--- config.mk ---
export PLATFORM = sky130hd
export DESIGN_NAME = tke_event_logic
export DESIGN_NICKNAME = d
export VERILOG_FILES = /design/src/tke_event_logic.v
export VERILOG_INCLUDE_DIRS = /design/src
export SDC_FILE = /design/constraint.sdc
export NUM_CORES = 1
export LEC_CHECK = 0
export BUFFER_PORTS_ARGS = -buffer_cell sky130_fd_sc_hd__buf_2
export CAP_MARGIN = 40
export CORE_MARGIN = 5
export CORE_UTILIZATION = 45
export CTS_BUF_LIST = sky130_fd_sc_hd__clkbuf_16
export DETAILED_ROUTE_END_ITERATION = 12
export GPL_ROUTABILITY_DRIVEN = 0
export HOLD_SLACK_MARGIN = 0.03
export PLACE_DENSITY = 0.69
export SYNTH_ARGS = -nofsm -noshare
export SYNTH_HDL_FRONTEND = slang
export SYNTH_SLANG_ARGS = --single-unit
--- constraint.sdc ---
create_clock -name sys_clk -period 14.76 [get_ports sys_clk]
set_input_delay 1.476 -clock sys_clk [delete_from_list [all_inputs] [get_ports sys_clk]]
set_output_delay 1.476 -clock sys_clk [all_outputs]
set_load 0.03 [all_outputs]
--- src/tke_regs.vh ---
/*
 * tke_regs.vh: register layouts, reset values, mode codes and timing
 * counts for the touch key event logic.
 * assumes: included by tke_event_logic.v only.
 */
`ifndef TKE_REGS_VH
`define TKE_REGS_VH

// register indices on the command port (index order is our own)
`define TKE_IDX_CONFIG 2'h0
`define TKE_IDX_SENSOR_STATE_REG 2'h1
`define TKE_IDX_CLOCK 2'h2
`define TKE_IDX_ENABLE 2'h3

// reset values
`define TKE_CONFIG_RST 8'h00
`define TKE_SENSOR_STATE_REG_RST 8'h00
`define TKE_CLOCK_RST 8'h0c
`define TKE_ENABLE_RST 8'hff

// configuration fields
`define TKE_CFG_ROLE_HI 7
`define TKE_CFG_ROLE_LO 6
`define TKE_CFG_LATCH 5
`define TKE_CFG_KEY_HI 4
`define TKE_CFG_KEY_LO 3
`define TKE_CFG_IRQ_PRESS 1
`define TKE_CFG_MASK_PWR 0

// clock setting fields
`define TKE_CLK_FWD 7
`define TKE_CLK_IN 6
`define TKE_CLK_DIV_HI 4
`define TKE_CLK_DIV_LO 3
`define TKE_CLK_TRIM_HI 2
`define TKE_CLK_TRIM_LO 0

// key-press mode codes
`define TKE_KEY_ALL 2'b00
`define TKE_KEY_TWO 2'b01
`define TKE_KEY_ONE 2'b10

// cascade role codes
`define TKE_ROLE_PRIMARY 2'b10
`define TKE_ROLE_SECONDARY 2'b01

// divider: 64,16,4,1 oscillator ticks per internal clock tick
`define TKE_DIV_64 7'h40
`define TKE_DIV_16 7'h10
`define TKE_DIV_4 7'h04
`define TKE_DIV_1 7'h01

// fast start-up length in sampling rounds of that channel
`define TKE_STARTUP_ROUNDS 4'h8

// bus interrupt pattern: last tick count of a phase, so each phase of the start-stop pattern lasts six cycles
`define TKE_BUS_PHASE 4'h5

`endif

--- src/tke_event_logic.v ---
/*
 * tke_event_logic.v: digital event logic of an eight channel touch
 * sensor: key-press filtering, sensor state register, interrupt pin and
 * bus start-stop interrupt, channel enables, clock divider and channel
 * scan sequencing.
 * assumes: a slave bus front end decodes commands into the one-cycle
 * strobes below; the analog front end gives a settled touch level per
 * channel on sense_inputs when its channel is sampled; osc_tick is one
 * pulse per oscillator period from a trimmed oscillator; clk_in_tick is
 * one pulse per edge of the cascade clock input.
 */
`include "tke_regs.vh"

// Function
// - all-keys mode reflects every press, and every release in direct mode
// - single-key mode admits first activation only
// - single-key mode interrupts on each admitted set
// - two-key mode admits first two activations
// - two-key mode interrupts once two bits set
// - press-only clear: interrupt on set events and, in direct mode, sensor releases
// - press-only set: interrupt only on set bits
// - reading sensor state clears interrupt
// - interrupt-clear command clears interrupt
// - bus interrupt is start then stop only
// - bus-interrupt command enables, soft reset disables
// - interrupt pin keeps working in bus mode
// - sensor state eight bits, read-only, resets zero
// - clock bit7 enables clock output pin
// - clock bit6 selects clock input, stops oscillator
// - divider field divides by 64,16,4,1
// - trim field scales oscillator, default 100
// - eight channels sampled in turn
// - secondary role runs from clock input
// - enable register one bit per channel
// - disabled channels ignored, optionally not sampled
// - newly enabled channel runs fast start-up
// - direct mode clears bit on release
// - latch mode read clears released bits only
// - key mode codes 00 all, 01 two, 10 one
module tke_event_logic #(
   parameter NCH = 8
) (
   input wire sys_clk,
   input wire sys_rst,
   input wire osc_tick,
   input wire clk_in_tick,
   input wire [NCH-1:0] sense_inputs,
   input wire reg_wr,
   input wire reg_rd,
   input wire [1:0] reg_idx,
   input wire [7:0] reg_wdata,
   input wire irq_clear_cmd,
   input wire bus_irq_cmd,
   input wire soft_reset_cmd,
   output reg [7:0] reg_rdata,
   output wire irq_n,
   output wire sda_o,
   output wire sda_oe_n,
   output wire scl_o,
   output wire scl_oe_n,
   output wire clk_out_en,
   output wire clk_in_en,
   output wire osc_power_down,
   output wire [2:0] osc_trim,
   output wire [NCH-1:0] sample_strobe,
   output wire [NCH-1:0] fast_start,
   output wire [NCH-1:0] channel_powered
);

   // registers
   reg [7:0] config_reg; // mode settings
   reg [7:0] clock_setting_reg; // clock control
   reg [NCH-1:0] channel_enable_reg; // enable_bits
   reg [NCH-1:0] sensor_state_reg; // per_input_state
   reg irq_pend_reg; // interrupt pending
   reg bus_irq_en_reg; // start-stop signalling enabled
   reg [6:0] div_cnt_reg; // prescaler count
   reg [2:0] scan_reg; // channel being sampled
   reg [NCH-1:0] enable_prev_reg; // enables last cycle
   reg [2:0] bus_phase_reg; // start-stop pattern phase
   reg [3:0] bus_tick_reg; // ticks within a phase

   // field decode
   wire [1:0] cascade_role = config_reg[`TKE_CFG_ROLE_HI:`TKE_CFG_ROLE_LO];
   wire latch_select = config_reg[`TKE_CFG_LATCH];
   wire [1:0] keypress_select = config_reg[`TKE_CFG_KEY_HI:`TKE_CFG_KEY_LO];
   wire irq_on_press_only = config_reg[`TKE_CFG_IRQ_PRESS];
   wire masked_power_down = config_reg[`TKE_CFG_MASK_PWR];
   wire clock_forward_enable = clock_setting_reg[`TKE_CLK_FWD];
   wire clock_input_select = clock_setting_reg[`TKE_CLK_IN];
   wire [1:0] divider_select =
      clock_setting_reg[`TKE_CLK_DIV_HI:`TKE_CLK_DIV_LO];

   // divisor lookup for the coarse clock field
   function [6:0] tke_divisor;
      input [1:0] code;
      begin
         case (code)
            2'b00: tke_divisor = `TKE_DIV_64;
            2'b01: tke_divisor = `TKE_DIV_16;
            2'b10: tke_divisor = `TKE_DIV_4;
            default: tke_divisor = `TKE_DIV_1;
         endcase
      end
   endfunction

   // count of set bits; used for admission and two-key interrupt
   function [3:0] tke_popcount;
      input [NCH-1:0] v;
      integer k;
      begin
         tke_popcount = 4'h0;
         for (k = 0; k < NCH; k = k + 1) begin
            tke_popcount = tke_popcount + {3'h0, v[k]};
         end
      end
   endfunction

   // clock source: cascade input in secondary role or when selected
   wire secondary = (cascade_role == `TKE_ROLE_SECONDARY);
   assign clk_in_en = clock_input_select | secondary;
   assign osc_power_down = clk_in_en;
   assign clk_out_en = clock_forward_enable |
      (cascade_role == `TKE_ROLE_PRIMARY);
   assign osc_trim = clock_setting_reg[`TKE_CLK_TRIM_HI:`TKE_CLK_TRIM_LO];
   // trim only scales the analog oscillator; the logic sees its ticks
   wire src_tick = clk_in_en ? clk_in_tick : osc_tick;
   wire [6:0] divisor = tke_divisor(divider_select);
   // the cascade clock is already the internal clock, so no division
   wire clk_tick = src_tick &
      (clk_in_en | (div_cnt_reg >= divisor - 7'h01));

   // prescaler: one internal tick per divisor source ticks
   always @(posedge sys_clk) begin
      if (sys_rst) begin
         div_cnt_reg <= 7'h00;
      end else if (clk_tick) begin
         div_cnt_reg <= 7'h00;
      end else if (src_tick) begin
         div_cnt_reg <= div_cnt_reg + 7'h01;
      end
   end

   // channel sampled this tick; disabled channels skipped when powered
   // down. the pointer steps past a skipped channel too, so one round is eight ticks.
   wire scan_live = channel_enable_reg[scan_reg] | ~masked_power_down;
   wire [NCH-1:0] scan_onehot = {{(NCH-1){1'b0}}, 1'b1} << scan_reg;
   assign sample_strobe = (clk_tick & scan_live) ? scan_onehot :
      {NCH{1'b0}};
   assign channel_powered = channel_enable_reg | {NCH{~masked_power_down}};

   // round-robin scan pointer
   always @(posedge sys_clk) begin
      if (sys_rst) begin
         scan_reg <= 3'h0;
      end else if (clk_tick) begin
         scan_reg <= scan_reg + 3'h1;
      end
   end

   // per-channel fast start after a channel becomes enabled
   genvar g;
   generate
      for (g = 0; g < NCH; g = g + 1) begin : g_start
         reg [3:0] cnt_reg; // fast start rounds left on this channel
         assign fast_start[g] = (cnt_reg != 4'h0);
         always @(posedge sys_clk) begin
            if (sys_rst) begin
               cnt_reg <= 4'h0;
            end else if (channel_enable_reg[g] & ~enable_prev_reg[g]) begin
               cnt_reg <= `TKE_STARTUP_ROUNDS;
            end else if (sample_strobe[g] & fast_start[g]) begin
               cnt_reg <= cnt_reg - 4'h1;
            end
         end
      end
   endgenerate

   // a channel's touch is seen only when enabled and started up
   wire [NCH-1:0] operational = channel_enable_reg & ~fast_start;

   // key-press filter: admit new presses lowest channel first
   reg [NCH-1:0] state_next;
   reg [NCH-1:0] admitted;
   reg [NCH-1:0] released; // set bits cleared by a sensor release
   reg [3:0] count_set;
   reg [3:0] limit;
   integer i;
   always @* begin
      state_next = sensor_state_reg;
      admitted = {NCH{1'b0}};
      released = {NCH{1'b0}};
      count_set = tke_popcount(sensor_state_reg);
      case (keypress_select)
         `TKE_KEY_TWO: limit = 4'h2;
         `TKE_KEY_ONE: limit = 4'h1;
         default: limit = 4'h8;
      endcase
      for (i = 0; i < NCH; i = i + 1) begin
         if (sample_strobe[i] & operational[i]) begin
            if (sense_inputs[i] & ~sensor_state_reg[i]) begin
               if (count_set < limit) begin
                  state_next[i] = 1'b1;
                  admitted[i] = 1'b1;
                  count_set = count_set + 4'h1;
               end
            end else if (~sense_inputs[i] & ~latch_select) begin
               state_next[i] = 1'b0;
               released[i] = sensor_state_reg[i];
            end
         end
      end
      // latch mode: read clears released bits only
      if (reg_rd & (reg_idx == `TKE_IDX_SENSOR_STATE_REG) & latch_select) begin
         for (i = 0; i < NCH; i = i + 1) begin
            if (~admitted[i] & ~(sense_inputs[i] & operational[i])) begin
               state_next[i] = 1'b0;
            end
         end
      end
   end

   wire [NCH-1:0] bits_set = state_next & ~sensor_state_reg;
   // clears by a latch read raise nothing, or a read would re-arm it
   // event per mode; two-key waits for two bits, others any set
   wire set_event = (keypress_select == `TKE_KEY_TWO) ?
      ((|bits_set) & (tke_popcount(state_next) >= 4'h2)) :
      (|bits_set);
   wire irq_event = set_event |
      ((|released) & ~irq_on_press_only);
   wire irq_clear = irq_clear_cmd |
      (reg_rd & (reg_idx == `TKE_IDX_SENSOR_STATE_REG));

   // state, pending interrupt and registers; a new event beats a clear
   always @(posedge sys_clk) begin
      if (sys_rst) begin
         sensor_state_reg <= `TKE_SENSOR_STATE_REG_RST;
         irq_pend_reg <= 1'b0;
         enable_prev_reg <= `TKE_ENABLE_RST;
      end else begin
         sensor_state_reg <= state_next;
         enable_prev_reg <= channel_enable_reg;
         if (irq_event) begin
            irq_pend_reg <= 1'b1;
         end else if (irq_clear) begin
            irq_pend_reg <= 1'b0;
         end
      end
   end
   assign irq_n = ~irq_pend_reg;

   // writable registers; sensor state ignores writes
   always @(posedge sys_clk) begin
      if (sys_rst | soft_reset_cmd) begin
         config_reg <= `TKE_CONFIG_RST;
         clock_setting_reg <= `TKE_CLOCK_RST;
         channel_enable_reg <= `TKE_ENABLE_RST;
      end else if (reg_wr) begin
         case (reg_idx)
            `TKE_IDX_CONFIG: config_reg <= reg_wdata;
            `TKE_IDX_CLOCK: clock_setting_reg <= reg_wdata;
            `TKE_IDX_ENABLE: channel_enable_reg <= reg_wdata;
            default: ;
         endcase
      end
   end

   // read data registered one cycle after the read strobe
   always @(posedge sys_clk) begin
      if (sys_rst) begin
         reg_rdata <= 8'h00;
      end else if (reg_rd) begin
         case (reg_idx)
            `TKE_IDX_CONFIG: reg_rdata <= config_reg;
            `TKE_IDX_SENSOR_STATE_REG: reg_rdata <= sensor_state_reg;
            `TKE_IDX_CLOCK: reg_rdata <= clock_setting_reg;
            default: reg_rdata <= channel_enable_reg;
         endcase
      end
   end

   // bus interrupt enable: set by command, cleared only by reset or soft reset
   always @(posedge sys_clk) begin
      if (sys_rst | soft_reset_cmd) begin
         bus_irq_en_reg <= 1'b0;
      end else if (bus_irq_cmd) begin
         bus_irq_en_reg <= 1'b1;
      end
   end

   // start-stop pattern phases
   localparam BUS_IDLE = 3'h0; // both lines released
   localparam BUS_START = 3'h1; // data low under high clock: start
   localparam BUS_LOW = 3'h2; // clock pulled low as well
   localparam BUS_HIGH = 3'h3; // clock released, data still low
   localparam BUS_STOP = 3'h4; // data released under high clock: stop
   // no arbitration: the pattern is short and the bus idle is assumed
   always @(posedge sys_clk) begin
      if (sys_rst) begin
         bus_phase_reg <= BUS_IDLE;
         bus_tick_reg <= 4'h0;
      end else begin
         case (bus_phase_reg)
            BUS_IDLE: begin
               bus_tick_reg <= 4'h0;
               if (bus_irq_en_reg & irq_event) begin
                  bus_phase_reg <= BUS_START;
               end
            end
            BUS_START, BUS_LOW, BUS_HIGH, BUS_STOP: begin
               if (bus_tick_reg == `TKE_BUS_PHASE) begin
                  bus_tick_reg <= 4'h0;
                  bus_phase_reg <= (bus_phase_reg == BUS_STOP) ? BUS_IDLE :
                     bus_phase_reg + 3'h1;
               end else begin
                  bus_tick_reg <= bus_tick_reg + 4'h1;
               end
            end
            default: bus_phase_reg <= BUS_IDLE;
         endcase
      end
   end

   // open drain: enable low means the line is pulled low
   assign sda_o = 1'b0;
   assign scl_o = 1'b0;
   assign sda_oe_n = ~((bus_phase_reg == BUS_START) |
      (bus_phase_reg == BUS_LOW) | (bus_phase_reg == BUS_HIGH));
   assign scl_oe_n = ~(bus_phase_reg == BUS_LOW);

endmodule // tke_event_logic

Yosys cells after proc, flatten, opt, wreduce, memory -nomap -nowiden
Index checks and enable logic that the tools add are counted.
{"block": "totals", "reg_bits": 99, "wordCells": 392, "output_inout_bits": 43, "inputBits": 27}
{"block": "op_classes", "muxes": 142, "n_addsub": 34, "magnitude_cmp": 11, "bitwise": 123, "n_eq_ne": 16, "n_reduce_logical": 37, "shift": 1}
{"op": "$mux W4", "n": 38}
{"op": "$mux W1", "n": 93}
{"op": "$and A1 B1 Y1", "n": 63}
{"op": "$not A1 Y1", "n": 46}
{"op": "$add A4 B1 Y4", "n": 8}
{"op": "$add A4 B1 Y4 const B", "n": 8}
{"op": "$lt A4 B4 Y1", "n": 8}
{"op": "$reduce_bool A4 Y1", "n": 8}
{"op": "$sub A4 B1 Y4 const B", "n": 8}
{"op": "$pmux W8 S3", "n": 1}
{"op": "$pmux W7 S3", "n": 1}
{"op": "$reduce_bool A2 Y1", "n": 10}
{"op": "$reduce_or A2 Y1", "n": 9}
{"op": "$and A8 B8 Y8", "n": 2}
{"op": "$mux W8", "n": 2}
{"op": "$not A8 Y8", "n": 2}
{"op": "$pmux W4 S2", "n": 2}
{"op": "$reduce_or A8 Y1", "n": 2}
{"op": "$eq A2 B2 Y1 const B", "n": 5}
{"op": "$mux W3", "n": 3}
{"op": "$or A1 B1 Y1", "n": 9}
{"op": "$add A3 B1 Y4", "n": 2}
{"op": "$eq A2 B1 Y1 const B", "n": 4}
{"op": "$or A8 B8 Y8", "n": 1}
{"op": "other kinds (20)", "n": 29}

Longest topological paths before layout
Gate-level depths: netlist of the first run.
{"block": "logic_depth", "depth_word": 57, "depth_mapped": 70, "ltp_nobuf": 70}

Least setup slack after synthesis of the first run
Ideal clock, no wire load.
{"block": "synth_timing", "path_type": "register to register", "start": "register sensor_state_reg[0]", "end": "register bus_phase_reg[1]", "path_buffers": 0, "slack_ns": -1.381, "t_required_ns": 14.686, "setup_ns": 0.074, "synth_period_minus_slack_ns": 16.141, "arrival_time_ns": 16.067, "stages_incl_launch_ff": 65, "path_cell_list": "dfxtp_1 fa_1 inv_1 fa_1 fa_1 inv_1 ha_1 fa_1 ha_1 a211oi_1 o21ai_1 nor2_1 mux2_2 ha_1 or2_2 o31a_1 nor3_1 mux2_2 [29 not listed] nand2_1 mux2_2 ha_1 o21ai_0 nor2_1 a211oi_1 o21ai_0 nand2_1 fa_1 ha_1 inv_1 fa_1 a2111oi_0 a21oi_1 o21ai_0 a2111oi_4 or4_1 a31oi_1"}
{"block": "synth_via", "elab_chain_len": 51, "word_cells_on_any_way": 141, "cone_classes": "add/sub (21); order compare (9); eq/ne (1); mux (83); bitwise (24); reduce/logical (3)"}
{"element": "start, declared", "line_no": "tke_event_logic.v:74", "text": "reg [NCH-1:0] sensor_state_reg;"}
{"element": "start signal, assigned", "line_no": "tke_event_logic.v:237", "text": "sensor_state_reg <= `TKE_SENSOR_STATE_REG_RST;"}
{"element": "start signal, assigned", "line_no": "tke_event_logic.v:241", "text": "sensor_state_reg <= state_next;"}
{"element": "$add A1 B1 Y2", "line_no": "tke_event_logic.v:114", "text": "tke_popcount = tke_popcount + {3'h0, v[k]};"}
{"element": "$add A2 B1 Y3", "line_no": "tke_event_logic.v:114"}
{"element": "$add A3 B1 Y4", "line_no": "tke_event_logic.v:114"}
{"element": "$add A4 B1 Y4 (4 in a row)", "line_no": "tke_event_logic.v:114"}
{"element": "$add A4 B1 Y4 or $lt A4 B4 Y1 (tied branches)", "line_no": "tke_event_logic.v:205, tke_event_logic.v:202"}
{"element": "$mux W4", "line_no": "tke_event_logic.v:202", "text": "if (count_set < limit) begin"}
{"element": "$mux W4", "line_no": "tke_event_logic.v:201", "text": "if (sense_inputs[i] & ~sensor_state_reg[i]) begin"}
{"element": "$mux W4 (*)", "line_no": "tke_event_logic.v:200", "text": "if (sample_strobe[i] & operational[i]) begin"}
{"element": "[32 not listed]"}
{"element": "via state_next[7]", "line_no": "tke_event_logic.v:183", "text": "reg [NCH-1:0] state_next;"}
{"element": "$add A4 B1 Y4 or $and A8 B8 Y8 (tied branches)", "line_no": "tke_event_logic.v:114, tke_event_logic.v:223"}
{"element": "$ge A4 B2 Y1 or $reduce_or A8 Y1 (tied branches)", "line_no": "tke_event_logic.v:227, tke_event_logic.v:228"}
{"element": "$and A1 B1 Y1", "line_no": "tke_event_logic.v:227", "text": "((|bits_set) & (tke_popcount(state_next) >= 4'h2)) :"}
{"element": "$mux W1 (*)", "line_no": "tke_event_logic.v:226", "text": "wire set_event = (keypress_select == `TKE_KEY_TWO) ?"}
{"element": "$or A1 B1 Y1 (*)", "line_no": "tke_event_logic.v:229", "text": "wire irq_event = set_event |"}
{"element": "$and A1 B1 Y1 (*)", "line_no": "tke_event_logic.v:306", "text": "if (bus_irq_en_reg & irq_event) begin"}
{"element": "$ne A2 B2 Y1 (no line) (*)"}
{"element": "$reduce_and A2 Y1 (no line) (*)"}
{"element": "end signal, assigned", "line_no": "tke_event_logic.v:313", "text": "bus_phase_reg <= (bus_phase_reg == BUS_STOP) ? BUS_IDLE :"}
{"element": "end, declared", "line_no": "tke_event_logic.v:80", "text": "reg [2:0] bus_phase_reg;"}
Mark *: on every way through the listed nets, which the timed path passes. The rest lies on a longest branch.
A chain may end at the register's enable or synchronous reset.

Worst setup path after layout of the first run
{"block": "layout_timing", "start": "register sensor_state_reg[1]", "end": "register bus_phase_reg[1]"}
{"block": "layout_via", "elab_chain_len": 51, "word_cells_on_any_way": 141, "cone_classes": "add/sub (21); order compare (9); eq/ne (1); mux (83); bitwise (24); reduce/logical (3)"}
{"element": "$add A1 B1 Y2", "line_no": "tke_event_logic.v:114"}
{"element": "$add A2 B1 Y3", "line_no": "tke_event_logic.v:114"}
{"element": "$add A3 B1 Y4", "line_no": "tke_event_logic.v:114"}
{"element": "$add A4 B1 Y4 (4 in a row)", "line_no": "tke_event_logic.v:114"}
{"element": "$add A4 B1 Y4 or $lt A4 B4 Y1 (tied branches)", "line_no": "tke_event_logic.v:205, tke_event_logic.v:202"}
{"element": "$mux W4", "line_no": "tke_event_logic.v:202"}
{"element": "$mux W4", "line_no": "tke_event_logic.v:201"}
{"element": "$mux W4", "line_no": "tke_event_logic.v:200"}
{"element": "[32 not listed]"}
{"element": "via state_next[7]", "line_no": "tke_event_logic.v:183"}
{"element": "$add A4 B1 Y4 or $and A8 B8 Y8 (tied branches)", "line_no": "tke_event_logic.v:114, tke_event_logic.v:223"}
{"element": "$ge A4 B2 Y1 or $reduce_or A8 Y1 (tied branches)", "line_no": "tke_event_logic.v:227, tke_event_logic.v:228"}
{"element": "$and A1 B1 Y1", "line_no": "tke_event_logic.v:227"}
{"element": "$mux W1 (*)", "line_no": "tke_event_logic.v:226"}
{"element": "$or A1 B1 Y1 (*)", "line_no": "tke_event_logic.v:229"}
{"element": "$and A1 B1 Y1 (*)", "line_no": "tke_event_logic.v:306"}
{"element": "$ne A2 B2 Y1 (no line) (*)"}
{"element": "$reduce_and A2 Y1 (no line) (*)"}
Marked as above.

==> results of run 1 <==
[synthesized netlist by cell type (all sizes together), types with 11 or more instances]
cell type	count	area (µm²)
a21oi	51	259
nor2b	12	75.1
nor2	103	387
xor2	18	158
buf	15	103
and3	12	75.1
nand2b	28	175
nand4	27	184
or2	18	113
nand3	27	135
clkbuf	18	67.6
ha	68	851
a211oi	14	105
dfxtp	99	1980
mux2i	22	224
xnor2	22	193
inv	81	304
nand2	88	330
nor3	17	85.1
nor3b	11	92.6
o21ai	26	134
[layer usage]
metal | global-route usage, % | vias up | part of all wire (%)
met5 | 0 | - | 0
met4 | 7.39 | 0 | 2.5
met1 | 29.4 | 3513 | 45
met3 | 3.91 | 44 | 5.9
met2 | 35.3 | 259 | 47
li1 | - | 3553 | -
[worst min-delay path by stage]
stage / depth (start not counted) / start / slack (ps) / end
final: 2 / clock_setting_reg[6] / 470 / clock_setting_reg[6]
after global placement: 2 / clock_setting_reg[5] / 450 / clock_setting_reg[5]
after global routing: 2 / clock_setting_reg[7] / 510 / clock_setting_reg[7]
after floorplan: 2 / clock_setting_reg[5] / 430 / clock_setting_reg[5]
after CTS: 2 / clock_setting_reg[6] / 470 / clock_setting_reg[6]
after detailed placement: 2 / clock_setting_reg[5] / 450 / clock_setting_reg[5]
[logic make-up (layout without fill, tap and decap cells)]
family	Yosys count	after routing	share of synthesized area, %
AO/OA/AOI/OAI	168	168	16.5
multiplexers	39	39	6.67
adder cells (fa/ha/maj)	76	76	13.3
other	2	3	0.0991
XOR/XNOR	40	40	4.62
flip-flops	99	99	26.2
buffers and inverters	115	265	6.31
AND/OR/NAND/NOR	386	386	26.2
[cell type report]
class | count | area (µm²)
fillers | 1409 | 6880
repair buffers | 168 | 1100
clock buffers | 9 | 225
clock inverters | 6 | 82.6
inverters | 82 | 308
flip-flops and latches | 99 | 1990
well taps | 220 | 275
multi-input cells | 712 | 5670
[through the flow]
step | power, µW | instance area, µm² | std cells | worst slack, ps
final | 615 | 9650 | 1296 | -180
after global routing | 644 | 9650 | 1296 | -792
after CTS | 616 | 9210 | 1280 | 6.38
after detailed placement | 368 | 8650 | 1238 | -281
after global placement | 367 | 8650 | 1238 | 117
after floorplan | 343 | 7770 | 926 | 12.9
[critical path, delay by kind of cell, from the launching register on]
family / cells / cell delay [ps]
AO/OA/AOI/OAI: 19 / 3340
XOR/XNOR: 2 / 380
adder cells (fa/ha/maj): 16 / 5330
buffers and inverters: 4 / 260
flip-flops: 1 / 370
multiplexers: 5 / 1750
AND/OR/NAND/NOR: 15 / 3410
[power breakdown]
group / internal [µW] / switching (µW) / total [µW]
Sequential: 272 / 6.89 / 279
Clock: 134 / 114 / 248
Combinational: 31.5 / 56.0 / 87.5
[repair_timing]
| action | CTS | global route |
|---|---|---|
| setup endpoints to repair | 4 | 5 |
| pin swaps | 22 | 58 |
| setup buffers | 27 | 17 |
| gates cloned | 0 | 0 |
| resized for setup | 9 | 62 |
==> qor.txt, run 1 <==
CTS Buf Count: 9
Pins Over Slew Limit: 0
Worst Path Required: 15040 ps
Top FF cell, synth: dfxtp_1
routed vias: 7369
final setup fails: 3
Max Cap Viol: 0
Max Clk Rate: 66.9 MHz
Ys Warns: 0
Fin. Hold Viols: 0
clk_lat worst skew: 360 ps
Avg Cell Area, Syn: 8.19 µm²
CP endpoint: bus_phase_reg[1]
Post-DP HPWL: 16000 µm
Clk pin slew, worst setup/hold paths: 80 ps
layout cell share with drive strength beyond 1: 29.2%
most frequent CP cell: ha_4
most common cell after layout, fill and taps aside: buf_4
Worst Setup SP: sensor_state_reg[1]
reg2reg end: bus_phase_reg[1]
FF-to-FF setup slack: -180 ps
# rows: 47
Pwr Density: 63.8 mW/mm²
number of flip-flops in the largest register: 32
DRC Markers: 0
R2R Path Start: sensor_state_reg[1]
Slew headroom: 42.6%
EDFF count, synth: 0
Leak Pwr: 0.00411 µW
antenna-violating nets left: 0
Core Area: 0.0165 mm²
min setup slack post-route: -180 ps
Crit Path Class: reg2reg
Final period util: 101%
worst slew pin tran: 859 ps
all-layer global routing usage: 21.8%
Worst Hold Class: reg2reg
largest net degree at the start of global routing: 56
Worst path slowest cell: fa_2
unrepaired setup endpoints after global routing: yes
CTS H-tree depth: 3
antenna cells: 0
vias per inst: 5.69
Starting Density: 45.8%
gate count of the mapped netlist: 925
Port Buffer Count: 67
worst r2r path cells: 61
failing checks: negative setup slack
hold buffers post-CTS: 0
GRT overflow: 0
Max VDD drop: 0.0583 mV
critical path endpoint category: flip-flop
Setup TNS: -206 ps
#FFs+latches synth: 99
Die H: 140 µm
crit path max fanout: 5
CTS tree: yes
root buf cell: clkbuf_16
critical path launch point type: flip-flop
first-pass GRT wire length: 35200 µm
Mapped Area: 0.00758 mm²
Post-synth ARST share: 0%
status: finished with violations
fin nets: 1175
die area: 0.0195 mm²
Clock Skew: 11.8 ps
slowest stage delay, CP: 590 ps
# clock sinks: 99
register area share after synthesis: 26.2%
wire length per cell: 17.1 µm
initial antenna violation count: 0
most frequent cells in the layout: 100 x buf_4, 97 x dfxtp_1, 96 x nor2_1, 86 x nand2_1, 75 x inv_1
die width: 140 µm
vias in the first global route: 7030
Post-Route Utilization: 58.4%
Pre-antenna DRT Iters: 5
total routed wirelength: 22100 µm
CTS max path bufs: 2
hold_ws: 473 ps
initial drt markers: 557
minimum clock period: 14940 ps
Critical Path AT: 15220 ps
Netlist cell types: 90
Area Growth Syn to Fin: 27.3%
I/O Pins: 70
(Power assumes the default switching activity.)
==> run 2, diff against run 1 <==
- ABC_AREA: not set -> 1
==> run 2 against run 1 <==
Net effect: the flow now finishes without violations; die area decreased by 8.4%; setup slack improved by 1500 ps; fmax increased by 11%; global-route usage decreased by 1.7 points; sequential power about the same; power decreased by 1.5%; synthesized cell count increased by 8.1%; sequential share of layout area increased by 5.2 points.
==> qor.txt, run 2 <==
gate count of the mapped netlist: 1000
status: completed
Clk pin slew, worst setup/hold paths: 60 ps
Leak Pwr: 0.00384 µW
minimum clock period: 13480 ps
met3 Resource Use GR: 3.93%
Slew headroom: 38.5%
Filler Cell Count: 1538
Post-DP HPWL: 14100 µm
Max VDD drop: 0.0693 mV
number of flip-flops in the largest register: 32
fin nets: 1167
Area Growth Syn to Fin: 11.5%
# clock sinks: 99
vias in the first global route: 5972
largest area contributor in the netlist: dfxtp_1
Crit Path Class: reg2reg
hold buffers post-CTS: 0
CTS Buf Count: 9
final setup fails: 0
routed vias: 6491
met2 Use GR: 31.9%
vias per inst: 5.16
wire length per cell: 14.1 µm
Critical Path AT: 13730 ps
Final period util: 91.3%
DRC Markers: 0
Worst Path Required: 15010 ps
GRT overflow: 0
antenna-violating nets left: 0
root buf cell: clkbuf_16
postcts setup bufs: 0
Ys Warns: 0
Die H: 134 µm
CTS tree: yes
total routed wirelength: 17700 µm
Fin. Hold Viols: 0
CTS max path bufs: 2
Netlist cell types: 52
EDFF count, synth: 0
Synth area leaders: dfxtp_1 29%, ha_1 12%, nand2_1 12%
Mapped Area: 0.00689 mm²
crit path max fanout: 5
clk_lat worst skew: 360 ps
Starting Density: 45.7%
first-pass GRT wire length: 29200 µm
Post-synth top cells: 217 x nand2_1, 171 x inv_1, 99 x dfxtp_1
# rows: 45
worst slew pin tran: 919 ps
most frequent CP cell: ha_1
die width: 134 µm
most frequent cells in the layout: 217 x nand2_1, 173 x inv_1, 99 x dfxtp_1, 86 x nor2_1, 77 x a21oi_1
Worst Hold Class: reg2reg
post-cts sizing count: 0
I/O Pins: 70
Pins Over Slew Limit: 0
largest net degree at the start of global routing: 29
GRT met1 Usage: 26.9%
Clock Skew: 11.0 ps
Avg Cell Area, Syn: 6.89 µm²
all-layer global routing usage: 20.1%
Core Area: 0.0151 mm²
Setup TNS: 0 ps
GRT busiest layer: met2
Post-Route Utilization: 50.9%
layout cell share with drive strength beyond 1: 13.3%
unrepaired setup endpoints after global routing: no
slowest stage delay, CP: 550 ps
die area: 0.0179 mm²
#FFs+latches synth: 99
initial drt markers: 486
Pwr Density: 78.9 mW/mm²
critical path launch point type: flip-flop
most common cell after layout, fill and taps aside: nand2_1
Post-synth ARST share: 0%
initial antenna violation count: 0
CTS H-tree depth: 3
Max Cap Viol: 0
Top FF cell, synth: dfxtp_1
Port Buffer Count: 67
count leader, synth: nand2_1
Max Clk Rate: 74.2 MHz
area share of the largest cell type after synthesis: 28.8%
antenna cells: 0
register area share after synthesis: 28.8%
Worst path slowest cell: fa_1
critical path endpoint category: flip-flop
Pre-antenna DRT Iters: 5
[run 2: final cells by class]
cell class	count	area [µm²]	area share, %
multi-input cells	706	4170	54.2
well taps	188	235	3.06
clock inverters	7	42.5	0.554
flip-flops and latches	99	1980	25.8
repair buffers	70	362	4.71
clock buffers	9	225	2.93
inverters	178	668	8.70
[run 2: worst paths after layout]
path | start | endpoint | slack [ps] | cells past startpoint
setup / recovery | sensor_state_reg[0] | bus_phase_reg[1] | 1280 | 71
hold / removal | g_start[7].cnt_reg[0] | g_start[7].cnt_reg[0] | 470 | 2
setup reg to reg | sensor_state_reg[0] | bus_phase_reg[1] | 1280 | 71
hold reg to reg | g_start[7].cnt_reg[0] | g_start[7].cnt_reg[0] | 470 | 2
[run 2: cell families after synthesis]
| group | Yosys count | share of synthesized area (%) |
|---|---|---|
| AOI/OAI and AO/OA | 179 | 15.3 |
| adders and majority gates | 76 | 14.7 |
| xor gates and xnor gates | 11 | 1.40 |
| muxes | 2 | 0.291 |
| and+or+nand+nor | 435 | 28.4 |
| DFF | 99 | 28.8 |
| buffers and inverters | 196 | 11.0 |
| other | 2 | 0.109 |
[run 2: where the power goes]
part	total [µW]	switching (µW)	internal, µW
clock	218	104	114
combinational	106	71.4	34.3
sequential	282	7.01	275
[run 2: per-layer routing]
layer / wire, µm / vias to the layer above
li1: - / 3359
met1: 8320 / 2926
met2: 7870 / 172
met3: 987 / 34
met4: 514 / 0
met5: 0 / -
[run 2: per-stage QoR]
| stage | worst slack (ps) | hold WS, ps | area, µm² | power, µW | cells |
|---|---|---|---|---|---|
| detailed placement | 1030 | 460 | 7400 | 393 | 1241 |
| global placement | 1500 | 454 | 7390 | 389 | 1240 |
| global route | 55.4 | 483 | 7680 | 639 | 1257 |
| finish | 1280 | 468 | 7680 | 606 | 1257 |
| CTS | 984 | 470 | 7670 | 611 | 1257 |
| floorplan | 2180 | 440 | 6890 | 363 | 1001 |
[run 2: critical path: cells and delay by family (launching register included)]
kind	cells	cell delay [ps]
fa+ha+maj	16	5310
simple gates	35	4920
xor+xnor	7	1350
compound gates	5	850
buf+inv	8	570
flops	1	370
==> run 3, diff against run 2 <==
- PLACE_DENSITY: 0.69 -> 0.67
- clock period: 14.76 -> 14.2 ns (I/O delays scaled with it)
==> run 3 against run 2 <==
Net effect: sequential share of layout area shrank 0.32 points; non-clock buffer count grew 1; die area is the same; critical endpoint unchanged; highest routed layer unchanged; clock power grew 25%.
==> qor.txt, run 3 (synthesis gave the netlist of run 2 again) <==
status: completed
Max Clk Rate: 76.0 MHz
Post-DP HPWL: 14200 µm
Worst Hold Class: reg2reg
vias in the first global route: 5987
Core Area: 0.0151 mm²
CTS Buf Count: 9
clk_lat worst skew: 350 ps
crit path max fanout: 5
Max Cap Viol: 0
Setup TNS: 0 ps
Pre-antenna DRT Iters: 5
CTS tree: yes
Critical Path AT: 13410 ps
first-pass GRT wire length: 29600 µm
min setup slack post-route: 1040 ps
Max VDD drop: 0.0803 mV
all-layer global routing usage: 20.3%
initial drt markers: 445
Fin. Hold Viols: 0
Filler Cell Count: 1508
routed vias: 6459
# clock sinks: 99
initial antenna violation count: 0
Pwr Density: 86.9 mW/mm²
Reg area: 0.00198 mm²
number of flip-flops in the largest register: 32
area of the multi-input gates: 0.00419 mm²
die width: 134 µm
GRT overflow: 0
DP Area: 0.00741 mm²
most frequent cells in the layout: 217 x nand2_1, 172 x inv_1, 99 x dfxtp_1, 86 x nor2_1, 77 x a21oi_1
hold buffers post-CTS: 0
Starting Density: 45.7%
root buf cell: clkbuf_16
Post-Route Utilization: 51.5%
vias per inst: 5.13
wire length per cell: 14.2 µm
unrepaired setup endpoints after global routing: no
antenna-violating nets left: 0
critical path launch point type: flip-flop
# rows: 45
Worst Path Required: 14450 ps
final setup fails: 0
I/O Pins: 70
CTS max path bufs: 2
Slew headroom: 44.2%
Area Growth Syn to Fin: 12.9%
Pins Over Slew Limit: 0
antenna cells: 0
fin nets: 1168
Crit Path Class: reg2reg
total routed wirelength: 17800 µm
worst slew pin tran: 833 ps
layout cell share with drive strength beyond 1: 13.6%
Leak Pwr: 0.00388 µW
Port Buffer Count: 67
Worst path slowest cell: fa_1
cell area after layout: 0.00778 mm²
most frequent CP cell: ha_1
CTS H-tree depth: 3
Clock Skew: 6.21 ps
DRC Markers: 0
die area: 0.0179 mm²
Final period util: 92.7%
slowest stage delay, CP: 550 ps
critical path endpoint category: flip-flop
Die H: 134 µm
Place WS: 549 ps
largest net degree at the start of global routing: 26
minimum clock period: 13160 ps
Clk pin slew, worst setup/hold paths: 70 ps
most common cell after layout, fill and taps aside: nand2_1
run 3: changes by cell type in the layout (fill, tap and decap cells not counted), sizes merged:
cell    before  now
clkinv       4    2
buf         69   70
bufinv       0    2
run 3: path summary, 6_finish.rpt:
kind	slack [ps]	from	endpoint	cells after the start
hold reg to reg	460	g_start[2].cnt_reg[0]	g_start[2].cnt_reg[0]	2
setup / recovery	1040	sensor_state_reg[0]	bus_phase_reg[1]	71
hold / removal	460	g_start[2].cnt_reg[0]	g_start[2].cnt_reg[0]	2
setup reg to reg	1040	sensor_state_reg[0]	bus_phase_reg[1]	71
run 3: repair_timing:
action                                  CTS  global route
endpoints found under the setup margin    0             4
resized for setup                         0             6
endpoints found under the hold margin     0             0
setup buffers                             0             1
run 3: critical path: cells and delay by family, from the launching register on:
| kind | cells | cell delay [ps] |
|---|---|---|
| xor gates and xnor gates | 7 | 1330 |
| and+or+nand+nor | 35 | 4550 |
| DFF | 1 | 370 |
| buffers and inverters | 8 | 580 |
| adders and majority gates | 16 | 5380 |
| AOI/OAI and AO/OA | 5 | 840 |
run 3: through the flow:
step	power (µW)	std cells	hold WS (ps)
after floorplan	377	1001	440
after global placement	404	1238	455
after detailed placement	409	1241	455
after CTS	680	1257	467
after global routing	708	1258	484
final	676	1258	462
run 3: per-layer routing:
| layer | part of all wire (%) | up-vias | global-route usage (%) |
|---|---|---|---|
| li1 | - | 3351 | - |
| met4 | 1.8 | 0 | 6.00 |
| met1 | 48 | 2944 | 27.6 |
| met3 | 4.5 | 22 | 3.13 |
| met2 | 46 | 142 | 33.2 |
| met5 | 0 | - | 0 |
run 3: final cells by class:
type / count / share of cell area [%]
Sequential cell: 99 / 25.5
Timing Repair Buffer: 71 / 4.84
Multi-Input combinational cell: 706 / 53.9
Inverter: 178 / 8.59
Clock buffer: 9 / 2.90
Clock inverter: 7 / 1.29
Tap cell: 188 / 3.02
run 3: where the power goes:
group          internal (µW)  leakage (µW)  total [µW]  switching (µW)
clock network            157      0.000165         273             116
registers                286      0.000803         293            7.20
logic                   35.9       0.00291         110            74.3
